$ cat config.mk
export PLATFORM = sky130hd
export DESIGN_NAME = i2sw_top
export DESIGN_NICKNAME = d
export VERILOG_FILES = /design/src/design/i2sw_pkg.sv /design/src/design/i2sw_top.sv
export VERILOG_INCLUDE_DIRS = /design/src /design/src/design
export SDC_FILE = /design/constraint.sdc
export NUM_CORES = 1
export LEC_CHECK = 0
export BUFFER_PORTS_ARGS = -buffer_cell sky130_fd_sc_hd__clkbuf_2
export CAP_MARGIN = 40
export CELL_PAD_IN_SITES_DETAIL_PLACEMENT = 1
export CELL_PAD_IN_SITES_GLOBAL_PLACEMENT = 2
export CORE_MARGIN = 2
export CORE_UTILIZATION = 35
export CTS_CLUSTER_DIAMETER = 120
export DETAILED_ROUTE_END_ITERATION = 16
export PLACE_DENSITY_LB_ADDON = 0.1
export RECOVER_POWER = 25
export SLEW_MARGIN = 40
export SYNTH_ARGS = -nofsm -noshare
export SYNTH_HDL_FRONTEND = slang
export SYNTH_SLANG_ARGS = --single-unit
$ cat constraint.sdc
create_clock -name pclk -period 4.15 [get_ports pclk]
set_clock_uncertainty 0.15 [all_clocks]
set_input_delay 0 -clock pclk [delete_from_list [all_inputs] [get_ports pclk]]
set_output_delay 0 -clock pclk [all_outputs]
set_load 0.1 [all_outputs]
$ cat src/design/i2sw_defs.svh
`ifndef I2SW_DEFS_SVH
`define I2SW_DEFS_SVH
// ==========================================================
// register byte offsets
`define I2SW_CTRL_OFS 12'h000
`define I2SW_STAT_OFS 12'h004
`define I2SW_MASK_OFS 12'h008
// ==========================================================
// status and mask bits
`define I2SW_EV_APPLY 0
`define I2SW_EV_IRQ 1
`define I2SW_EV_W 2
`define I2SW_EV_RST 2'h0
// ==========================================================
// control word fields on the bus read
`define I2SW_CW_PEND_LO 8
`define I2SW_CW_PEND_HI 11
`define I2SW_CW_PVAL 12
`define I2SW_CW_BUSY 13
// ==========================================================
// serial side constants
`define I2SW_ADDR_HI_DEF 5'h0e
`define I2SW_BYTE_DONE 4'h8
`define I2SW_CNT_RST 4'h0
`define I2SW_CNT_STEP 4'h1
`define I2SW_SEL_RST 4'h0
`define I2SW_PINS_RST 9'h1ff
`define I2SW_WORD_RST 32'h0000_0000
`define I2SW_BYTE_RST 8'h00
`endif

$ cat src/design/i2sw_pkg.sv
// ==========================================================
// types shared by the switch logic
package i2sw_pkg;
  // one bit per downstream channel
  typedef logic [3:0] i2sw_nib_t;
  // pin levels passing the synchroniser together
  typedef struct packed {
    logic [3:0] irq_n; // channel interrupt inputs
    logic a_hi; // address select high
    logic a_lo; // address select low
    logic rst_n; // reset pin
    logic sda; // upstream data
    logic scl; // upstream clock
  } i2sw_pins_t;
  // serial state machine
  typedef enum logic [2:0] {
    ST_IDLE, ST_ADDR, ST_ACK_ADDR, ST_WRITE, ST_ACK_WR,
    ST_READ, ST_ACK_RD, ST_RD_NEXT
  } i2sw_state_t;
endpackage

$ cat src/design/i2sw_top.sv
`timescale 1ns/1ns
`default_nettype none
`include "i2sw_defs.svh"
module i2sw_top #(parameter logic [4:0] fixed_addr = `I2SW_ADDR_HI_DEF) (
  input wire logic pclk,
  input wire logic presetn,
  input wire logic [11:0] paddr,
  input wire logic psel,
  input wire logic penable,
  input wire logic pwrite,
  input wire logic [31:0] pwdata,
  output logic [31:0] prdata,
  output logic pready,
  output logic pslverr,
  output logic irq,
  input wire logic scl_in,
  input wire logic sda_in,
  output logic sda_out,
  output logic sda_oe,
  input wire logic reset_pin_n,
  input wire logic addr_select_lo,
  input wire logic addr_select_hi,
  input wire logic chan0_irq_n,
  input wire logic chan1_irq_n,
  input wire logic chan2_irq_n,
  input wire logic chan3_irq_n,
  output logic irq_out_n,
  output logic chan0_enable,
  output logic chan1_enable,
  output logic chan2_enable,
  output logic chan3_enable,
  output i2sw_pkg::i2sw_nib_t downstream_clock_oe,
  output i2sw_pkg::i2sw_nib_t downstream_data_oe
);
  import i2sw_pkg::*;
  // ==========================================================
  // helpers
  // high when a level goes from low to high
  function automatic logic rose(input logic prev, input logic cur);
    rose = ~prev & cur;
  endfunction
  // ==========================================================
  // pin synchroniser
  i2sw_pins_t pins_raw; // pins as they arrive
  i2sw_pins_t pins_meta; // first stage, read only by second
  i2sw_pins_t pins; // second stage, safe to use
  logic scl_q; // previous sampled clock
  logic sda_q; // previous sampled data
  // gather the asynchronous pins
  always_comb begin
    pins_raw.irq_n = {chan3_irq_n, chan2_irq_n, chan1_irq_n,
                      chan0_irq_n};
    pins_raw.a_hi = addr_select_hi;
    pins_raw.a_lo = addr_select_lo;
    pins_raw.rst_n = reset_pin_n;
    pins_raw.sda = sda_in;
    pins_raw.scl = scl_in;
  end
  // two flip-flops on every pin
  always_ff @(posedge pclk or negedge presetn) begin
    if (!presetn) begin
      pins_meta <= `I2SW_PINS_RST;
      pins <= `I2SW_PINS_RST;
    end else begin
      pins_meta <= pins_raw;
      pins <= pins_meta;
    end
  end
  // previous levels for edge finding
  always_ff @(posedge pclk or negedge presetn) begin
    if (!presetn) begin
      scl_q <= 1'b1;
      sda_q <= 1'b1;
    end else begin
      scl_q <= pins.scl;
      sda_q <= pins.sda;
    end
  end
  // ==========================================================
  // bus conditions
  logic scl_rise; // sample point of a bit
  logic scl_fall; // change point of a bit
  logic start_c; // data falls while clock high
  logic stop_c; // data rises while clock high
  logic bus_rst; // reset pin held low
  logic [6:0] my_addr; // our seven-bit target address
  logic all_hi; // no channel interrupt present
  // edges are found by sampling, so a stopped clock is harmless
  assign scl_rise = rose(scl_q, pins.scl);
  assign scl_fall = rose(pins.scl, scl_q);
  assign start_c = pins.scl & scl_q & rose(pins.sda, sda_q);
  assign stop_c = pins.scl & scl_q & rose(sda_q, pins.sda);
  assign bus_rst = ~pins.rst_n;
  assign my_addr = {fixed_addr, pins.a_hi, pins.a_lo};
  assign all_hi = &pins.irq_n;
  // ==========================================================
  // serial state machine
  i2sw_state_t state; // protocol position
  logic [3:0] cnt; // bits seen in this byte
  logic [7:0] shift; // received byte
  logic [7:0] tx; // byte being sent
  logic rw; // direction from address lsb
  i2sw_nib_t sel; // applied channel selection
  i2sw_nib_t pend; // written, waiting for stop
  logic pend_v; // pend holds a byte
  logic [7:0] rd_byte; // byte offered on a read
  logic byte_wr; // a data byte completed
  logic addr_done; // an address byte completed
  assign rd_byte = {~pins.irq_n, sel};
  assign byte_wr = (state == ST_WRITE) & scl_fall & (cnt == `I2SW_BYTE_DONE);
  assign addr_done = (state == ST_ADDR) & scl_fall & (cnt == `I2SW_BYTE_DONE);
  // walk through address, acknowledge and data phases
  always_ff @(posedge pclk or negedge presetn) begin
    if (!presetn) begin
      state <= ST_IDLE;
      cnt <= `I2SW_CNT_RST;
      shift <= `I2SW_BYTE_RST;
      tx <= `I2SW_BYTE_RST;
      rw <= 1'b0;
      sda_oe <= 1'b0;
    end else if (bus_rst) begin
      // reset pin: back to idle, let go of data
      state <= ST_IDLE;
      cnt <= `I2SW_CNT_RST;
      sda_oe <= 1'b0;
    end else if (stop_c) begin
      state <= ST_IDLE;
      sda_oe <= 1'b0;
    end else if (start_c) begin
      // start or repeated start
      state <= ST_ADDR;
      cnt <= `I2SW_CNT_RST;
      sda_oe <= 1'b0;
    end else begin
      unique case (state)
        ST_IDLE: cnt <= `I2SW_CNT_RST;
        ST_ADDR, ST_WRITE: begin
          // shift in on rise, answer after eighth bit
          if (scl_rise) begin
            shift <= {shift[6:0], pins.sda};
            cnt <= cnt + `I2SW_CNT_STEP;
          end else if (addr_done) begin
            if (shift[7:1] == my_addr) begin
              rw <= shift[0];
              sda_oe <= 1'b1;
              state <= ST_ACK_ADDR;
            end else begin
              state <= ST_IDLE;
            end
          end else if (byte_wr) begin
            sda_oe <= 1'b1;
            state <= ST_ACK_WR;
          end
        end
        ST_ACK_ADDR: begin
          // end of address acknowledge
          if (scl_fall) begin
            cnt <= `I2SW_CNT_RST;
            if (rw) begin
              tx <= rd_byte;
              sda_oe <= ~rd_byte[7];
              state <= ST_READ;
            end else begin
              sda_oe <= 1'b0;
              state <= ST_WRITE;
            end
          end
        end
        ST_ACK_WR: begin
          // end of data acknowledge, more bytes may follow
          if (scl_fall) begin
            sda_oe <= 1'b0;
            cnt <= `I2SW_CNT_RST;
            state <= ST_WRITE;
          end
        end
        ST_READ: begin
          // count on rise, present next bit on fall
          if (scl_rise) begin
            cnt <= cnt + `I2SW_CNT_STEP;
          end else if (scl_fall) begin
            if (cnt == `I2SW_BYTE_DONE) begin
              sda_oe <= 1'b0;
              state <= ST_ACK_RD;
            end else begin
              tx <= {tx[6:0], 1'b0};
              sda_oe <= ~tx[6];
            end
          end
        end
        ST_ACK_RD: begin
          // controller acknowledge: low asks for more
          if (scl_rise) begin
            state <= pins.sda ? ST_IDLE : ST_RD_NEXT;
          end
        end
        ST_RD_NEXT: begin
          // reload a fresh status byte
          if (scl_fall) begin
            cnt <= `I2SW_CNT_RST;
            tx <= rd_byte;
            sda_oe <= ~rd_byte[7];
            state <= ST_READ;
          end
        end
      endcase
    end
  end
  // open drain: only ever pulls low
  assign sda_out = 1'b0;
  // ==========================================================
  // control value and channel selection
  // hold written byte, apply it at stop
  always_ff @(posedge pclk or negedge presetn) begin
    if (!presetn) begin
      sel <= `I2SW_SEL_RST;
      pend <= `I2SW_SEL_RST;
      pend_v <= 1'b0;
    end else if (bus_rst) begin
      sel <= `I2SW_SEL_RST;
      pend_v <= 1'b0;
    end else if (stop_c) begin
      if (pend_v) begin
        sel <= pend;
      end
      pend_v <= 1'b0;
    end else if (byte_wr) begin
      pend <= shift[3:0];
      pend_v <= 1'b1;
    end
  end
  assign chan0_enable = sel[0];
  assign chan1_enable = sel[1];
  assign chan2_enable = sel[2];
  assign chan3_enable = sel[3];
  // mirror upstream lows onto the selected channels
  always_ff @(posedge pclk or negedge presetn) begin
    if (!presetn) begin
      downstream_clock_oe <= `I2SW_SEL_RST;
      downstream_data_oe <= `I2SW_SEL_RST;
    end else begin
      downstream_clock_oe <= sel & {4{~pins.scl}};
      downstream_data_oe <= sel & {4{~pins.sda}};
    end
  end
  // combined interrupt output
  always_ff @(posedge pclk or negedge presetn) begin
    if (!presetn) begin
      irq_out_n <= 1'b1;
    end else begin
      irq_out_n <= all_hi;
    end
  end
  // ==========================================================
  // apb slave
  logic [`I2SW_EV_W-1:0] stat; // sticky events
  logic [`I2SW_EV_W-1:0] mask; // event enables
  logic [`I2SW_EV_W-1:0] ev; // events this cycle
  logic [`I2SW_EV_W-1:0] clr; // write-one-to-clear
  logic acc; // access phase, before answer
  logic wr_fire; // write completes
  logic [31:0] rdata; // read mux
  logic hit; // mapped address
  assign acc = psel & penable & ~pready;
  assign wr_fire = psel & penable & pready & pwrite;
  assign ev[`I2SW_EV_APPLY] = stop_c & pend_v & ~bus_rst;
  assign ev[`I2SW_EV_IRQ] = irq_out_n & ~all_hi;
  assign clr = (wr_fire && paddr == `I2SW_STAT_OFS) ?
               pwdata[`I2SW_EV_W-1:0] : `I2SW_EV_RST;
  // read data and decode
  always_comb begin
    rdata = `I2SW_WORD_RST;
    hit = 1'b1;
    unique case (paddr)
      `I2SW_CTRL_OFS: begin
        rdata[7:0] = rd_byte;
        rdata[`I2SW_CW_PEND_HI:`I2SW_CW_PEND_LO] = pend;
        rdata[`I2SW_CW_PVAL] = pend_v;
        rdata[`I2SW_CW_BUSY] = (state != ST_IDLE);
      end
      `I2SW_STAT_OFS: rdata[`I2SW_EV_W-1:0] = stat;
      `I2SW_MASK_OFS: rdata[`I2SW_EV_W-1:0] = mask;
      default: hit = 1'b0;
    endcase
  end
  // one wait state, then answer
  always_ff @(posedge pclk or negedge presetn) begin
    if (!presetn) begin
      pready <= 1'b0;
      prdata <= `I2SW_WORD_RST;
      pslverr <= 1'b0;
    end else begin
      pready <= acc;
      if (acc) begin
        prdata <= pwrite ? `I2SW_WORD_RST : rdata;
        pslverr <= ~hit;
      end
    end
  end
  // sticky status, a new event beats the clear
  always_ff @(posedge pclk or negedge presetn) begin
    if (!presetn) begin
      stat <= `I2SW_EV_RST;
    end else begin
      stat <= (stat & ~clr) | ev;
    end
  end
  // mask register
  always_ff @(posedge pclk or negedge presetn) begin
    if (!presetn) begin
      mask <= `I2SW_EV_RST;
    end else if (wr_fire && paddr == `I2SW_MASK_OFS) begin
      mask <= pwdata[`I2SW_EV_W-1:0];
    end
  end
  // level interrupt
  always_ff @(posedge pclk or negedge presetn) begin
    if (!presetn) begin
      irq <= 1'b0;
    end else begin
      irq <= |(stat & mask);
    end
  end
  // ==========================================================
  // checks
  sel_reset_a: assert property (@(posedge pclk) disable iff (!presetn)
    bus_rst |=> sel == `I2SW_SEL_RST && state == ST_IDLE)
    else $error("reset pin did not deselect");
  irq_and_a: assert property (@(posedge pclk) disable iff (!presetn)
    1'b1 |=> irq_out_n == $past(all_hi))
    else $error("interrupt output not AND of inputs");
  stop_apply_a: assert property (@(posedge pclk) disable iff (!presetn)
    stop_c && pend_v && !bus_rst |=> sel == $past(pend))
    else $error("selection not applied at stop");
  hold_sel_a: assert property (@(posedge pclk) disable iff (!presetn)
    !stop_c && !bus_rst |=> sel == $past(sel))
    else $error("selection changed without stop");
  wr_cap_a: assert property (@(posedge pclk) disable iff (!presetn)
    byte_wr && !bus_rst |=> pend_v && pend == $past(shift[3:0]))
    else $error("written byte not held");
  addr_ack_a: assert property (@(posedge pclk) disable iff (!presetn)
    addr_done && !bus_rst && shift[7:1] == my_addr
    |=> sda_oe && state == ST_ACK_ADDR)
    else $error("own address not acknowledged");
  addr_miss_a: assert property (@(posedge pclk) disable iff (!presetn)
    addr_done && !bus_rst && shift[7:1] != my_addr
    |=> !sda_oe && state == ST_IDLE)
    else $error("foreign address acknowledged");
  rd_first_a: assert property (@(posedge pclk) disable iff (!presetn)
    state == ST_ACK_ADDR && scl_fall && rw && !bus_rst
    |=> state == ST_READ && sda_oe == !$past(rd_byte[7]))
    else $error("read did not start with status msb");
  dn_clock_a: assert property (@(posedge pclk) disable iff (!presetn)
    pins.scl == 1'b0 ##1 1'b1
    |-> downstream_clock_oe == $past(sel))
    else $error("selected channels do not follow clock");
endmodule // i2sw_top
`default_nettype wire

* Word level (Yosys, flattened, before mapping)
Cells that the tools add are included.
Cells by class: $add $sub $neg 1, multiply operators 0, div/mod/pow operators 0, magnitude comparators 0, eq/ne operators 36, shifts and indexed selects 0, multiplexer cells 55, bitwise gates (word level) 37, reduce and logical (&&, ||, !) cells 20
Operators with widths (count):
- 3-bit two-way mux | 15
- 7-bit two-way mux | 6
- 5-bit != test (second input constant) | 8
- 4-bit two-way mux | 8
- 7-bit case mux with 3 select lines | 1
- 10-bit AND reduction | 2
- 1-bit AND | 18
- 3-bit case mux with 6 select lines | 1
- 1-bit two-way mux | 17
- 14-bit two-way mux | 1
- 2-bit != test (second input constant) | 7
- 12-bit by 3-bit equality test with 1-bit output (second input constant) | 1
- 12-bit by 4-bit equality test with 1-bit output (second input constant) | 1
- 3-bit equality test (second input constant) | 4
- 12-bit zero test | 1
- 12-bit two-way mux | 1
- 6-bit != test (second input constant) | 2
- 1-bit NOT | 12
- 4-bit case mux with 3 select lines | 1
- 9-bit by 1-bit != test with 1-bit output (second input constant) | 1
- 9-bit AND reduction | 1
- 3-bit OR reduction | 3
- 4-bit AND | 2
- 4-bit by 2-bit != test with 1-bit output (second input constant) | 2
- other kinds (25) | 33
Storage, ports and cells: register bits after elaboration 101, bits in latches 0, memory bits (writable) 0, bits in read-only memories 0, bits of input ports 58, output and inout bits 50, logic and storage cells 181, memories 0

* Depth between registers and ports, before layout
depth in word-level cells 11, depth in mapped cells 8, mapped depth without buffers 7

* Worst setup path after synthesis
OpenSTA, ideal clock, no wires.
path kind register to register, start register pready, end register prdata[0], library setup time 0.095 ns, data arrival time 1.932 ns, required time 3.905 ns, path slack 1.972 ns, stages on the path, launching flop included 6, path buffers 2, clock period less this slack 2.178 ns, cells stage by stage dfrtp_1 nand3b_1 clkbuf_1 clkbuf_1 nand2_1 o31ai_1
On the way: word-level cells in the longest chain between the ends 2
RTL lines:
- start: declaration | line i2sw_top.sv:13 | output logic pready,
- start signal: assignment | line i2sw_top.sv:289 | pready <= 1'b0;
- start signal: assignment | line i2sw_top.sv:293 | pready <= acc;
- 1-bit NOT | line i2sw_top.sv:264 | assign acc = psel & penable & ~pready;
- 1-bit AND | line i2sw_top.sv:264
- end signal: assignment | line i2sw_top.sv:290 | prdata <= `I2SW_WORD_RST;
- end signal: assignment | line i2sw_top.sv:295 | prdata <= pwrite ? `I2SW_WORD_RST : rdata;
- end: declaration | line i2sw_top.sv:12 | output logic [31:0] prdata,
No other way between the ends. A chain may end at the register's enable or synchronous reset.

* Final worst setup path
start register state[2], end register state[0]
On the way: word-level cells in the longest chain between the ends 9, elaborated cells on any way between the ends 29, classes of those cells eq/ne (17); mux (6); bitwise (4); reduce/logical (2)
RTL lines:
- start: declaration | line i2sw_top.sv:98 | i2sw_state_t state;
- start signal: assignment | line i2sw_top.sv:194 | state <= pins.sda ? ST_IDLE : ST_RD_NEXT;
- 3-bit by 1-bit equality test with 1-bit output | line i2sw_top.sv:111, i2sw_top.sv:135
- 1-bit AND (2 in series) | line i2sw_top.sv:111 | assign addr_done = (state == ST_ADDR) & scl_fall & (cnt == `I2SW_BYTE_DONE);
- 3-bit two-way mux | line i2sw_top.sv:142 | end else if (addr_done) begin
- 3-bit two-way mux | line i2sw_top.sv:139 | if (scl_rise) begin
- 3-bit case mux with 6 select lines | line i2sw_top.sv:135 | unique case (state)
- 3-bit two-way mux | line i2sw_top.sv:129 | end else if (start_c) begin
- 3-bit two-way mux | line i2sw_top.sv:126 | end else if (stop_c) begin
- 3-bit two-way mux | line i2sw_top.sv:121 | end else if (bus_rst) begin
Several ways; a longest one is shown, not always the timed one. The select of a mux whose other input is x is not followed.

==> flow_metrics.py <==
metrics = {
    "cts": {
        "cts_max_path_buffers": 2,
        "h-tree-depth": 3,
        "post_cts_resize_count": 0,
        "root_buffer": "clkbuf_8",
        "clkLatencyLatePin_ps": 350,
        "tritoncts": "yes",
        "path_clk_slew_ps": 80,
        "postCtsSetupRepairBufs": 0,
        "numCtsBuffers": 9,
        "cts_hold_buf": 18,
        "cts_sinks": 83,
    },
    "pwr": {
        "comb_power_share_pct": 24.7,
        "sw_frac_of_total_pct": 35.1,
        "powerDensity_nw_per_um2": 483,
        "clkPwrFrac_pct": 29.7,
        "p_int_mw": 1.42,
        "leakage_nw": 2.18,
        "p_seq_share_pct": 45.6,
        "netSwitchingPower_mw": 0.768,
        "vdd_drop_max_mv": 0.204,
    },
    "place": {
        "hpwlAfterDp_um": 6260,
        "post-place-ws_ps": 1700,
        "place.port_buffers": 58,
        "gp_congestion": 0.752,
        "place_area_sq_um": 4130,
    },
    "logic_synthesis": {
        "async_flop_share_pct": 100,
        "synth_area_sq_um": 3780,
        "synth_cells": 338,
        "syn_avg_cell_area_sq_um": 11.2,
        "ys_types": 56,
        "synth_warnings": 0,
        "synth_edf_count": 0,
        "ys_ff_latch": 83,
        "yosysSeqAreaShare_pct": 55.6,
        "ys.flop_type": "dfrtp_1",
    },
    "job": {
        "maxCapViolations": 1,
    },
    "detailed_routing": {
        "drc": 0,
        "wire_per_inst_um": 16.6,
        "drt_iter0_drc": 105,
        "routed_via_density": 5.07,
        "routed_wl_um": 9160,
        "vias": 2803,
        "firstDrtPassIters": 4,
        "ant_nets": 0,
    },
    "floorplanning": {
        "start_util_pct": 36.3,
        "rows": 37,
        "die_area_sq_um": 11600,
        "core_sq_um": 10400,
        "io_pins": 108,
        "die-width_um": 108,
        "fp.dieH_um": 108,
    },
    "setup_path": {
        "path_max_fanout": 22,
        "worst_ep_required_time_ps": 4280,
        "end_kind": "flip-flop",
        "critPathKind": "reg2reg",
        "worstPathArrival_ps": 2630,
        "crit_path_start_kind": "flip-flop",
    },
    "global_route": {
        "antenna_found_initial": 0,
        "grt_pass1_wl_um": 14700,
        "gr-usage-all-layers_pct": 16.5,
        "grt_pass1_vias": 2858,
        "grt.overflow.total": 0,
        "grt_max_degree": 84,
    },
    "final_layout": {
        "register_area_sq_um": 2100,
        "fill_cells": 1181,
        "finish.utilization_pct": 43.4,
        "drive_above_1_share_pct": 25.7,
        "final_nets": 472,
        "area_delta_synth_final_pct": 19.6,
        "finalInstanceArea_sq_um": 4520,
        "multi_input_area_sq_um": 1510,
        "antennaDiodeCount": 0,
    },
    "sta": {
        "post-route-min-period_ps": 2500,
        "rsz0062_at_grt": "no",
        "hold_violations": 0,
        "max-slew-margin-rel_pct": -36.0,
        "finalMaxSlewViolations": 84,
        "final.setup.worst_slack_ps": 1650,
        "finalCritPeriodShare_pct": 60.3,
        "max_freq_mhz": 400,
        "fin_tns_setup_ps": 0,
        "hold_ws_ps": 16.9,
        "worst_pin_slew_ps": 2040,
        "setup_viol": 0,
    },
    "status": {
        "violations": "max-capacitance violations, max-slew violations",
        "status": "finished with violations",
    },
    "min_path": {
        "hold_class": "in2reg",
    },
}
## worst max-delay path, stage by stage, from the launching register on
cell and delay (ps):
dfrtp_1 810, nand3_1 540, o2bb2ai_1 490, a211o_1 250
mux2i_1 180
## stage by stage
stage | std cells | power [mW]
floorplan | 356 | 1.42
global placement | 518 | 1.53
detailed placement | 519 | 1.54
CTS | 553 | 2.21
global route | 553 | 2.31
finish | 553 | 2.19
## registers in the layout, summed over array words and instances (netlist names), 3 cells and up
name                 cells
prdata                  14
cnt                      4
pend                     4
sel                      4
pins_meta                9
downstream_data_oe       4
downstream_clock_oe      4
state                    3
tx                       7
pins                     7
shift                    8
## cell usage after synthesis, drive strengths merged (2+ instances only)
| cell type | number | area [sq um] |
|---|---|---|
| mux2i | 11 | 110 |
| xor2 | 3 | 26.3 |
| nand3b | 4 | 30.0 |
| o21ai | 19 | 95.1 |
| nand3 | 8 | 40.0 |
| inv | 8 | 30.0 |
| dfstp | 21 | 552 |
| mux2 | 15 | 169 |
| nor2b | 13 | 81.3 |
| dfrtp | 62 | 1550 |
| a2bb2oi | 2 | 17.5 |
| nor2 | 23 | 86.3 |
| o31ai | 3 | 22.5 |
| and3 | 3 | 18.8 |
| and3b | 2 | 17.5 |
| a211o | 4 | 35.0 |
| clkbuf | 6 | 22.5 |
| a21oi | 16 | 80.1 |
| o2bb2ai | 3 | 26.3 |
| a22o | 10 | 87.6 |
| nor3 | 3 | 15.0 |
| a32o | 2 | 20.0 |
| a211oi | 2 | 20.0 |
| or2 | 2 | 15.0 |
| nand2b | 2 | 12.5 |
| nand4 | 4 | 25.0 |
| nand2 | 26 | 97.6 |
| nor3b | 4 | 30.0 |
| buf | 26 | 178 |
| a31oi | 3 | 18.8 |
| nor4 | 6 | 52.6 |
| and2 | 2 | 12.5 |
| or3 | 3 | 18.8 |
| ha | 2 | 25.0 |
## power by group through the flow
stage	clock network, mW	logic, mW	registers (mW)
4_1_cts	0.673	0.543	0.996
6_report	0.649	0.540	0.997
5_1_grt	0.707	0.592	1.01
2_1_floorplan	0	0.448	0.969
3_5_place_dp	0	0.529	1.01
3_3_place_gp	0	0.520	1.01
## cell type report
class | instances | share of cell area, %
flip-flops and latches | 83 | 46.5
well taps | 136 | 3.76
clock inverters | 6 | 1.99
multi-input cells | 233 | 33.5
clock buffers | 10 | 2.82
inverters | 8 | 0.664
repair buffers | 77 | 10.7
## kinds of logic (layout without fill, tap and decap cells)
| kind of cell | after synthesis | after routing | synth area share, % |
|---|---|---|---|
| fa+ha+maj | 2 | 2 | 0.662 |
| simple gates | 111 | 111 | 16.4 |
| mux | 26 | 26 | 7.38 |
| flops | 83 | 83 | 55.6 |
| compound gates | 71 | 71 | 12.8 |
| buf+inv | 40 | 101 | 6.09 |
| other cells | 1 | 19 | 0.0992 |
| xor+xnor | 4 | 4 | 0.927 |
## layout by cell type (no fill, tap or decap), types with 13 or more instances in the layout
cell | synthesis | routed
dfstp_2 | 21 | 21
dfrtp_1 | 62 | 62
nor2b_1 | 13 | 13
clkbuf_2 | 0 | 58
nand2_1 | 26 | 26
nor2_1 | 23 | 23
conb_1 | 1 | 19
dlygate4sd3_1 | 0 | 18
a21oi_1 | 16 | 16
## path summary, 6_finish.rpt
check                             start          to  slack [ps]  depth (start not counted)
max                            state[2]    state[0]        1650                          4
min                                psel      pready          20                          3
max reg2reg                    state[2]    state[0]        1650                          4
min reg2reg                pins_meta[4]  my_addr[1]         210                          0
max in group asynchronous       presetn    shift[7]        2030                          2
min in group asynchronous       presetn   prdata[1]         610                          2
## metal layers
layer | vias up | wire, um | GRT usage, %
met3 | 14 | 413 | 3.27
met1 | 1393 | 4340 | 22.2
li1 | 1320 | - | -
met2 | 76 | 4270 | 26.3
met5 | - | 0 | 0
met4 | 0 | 141 | 6.23
No activity file was read; power rests on OpenSTA's default activity.
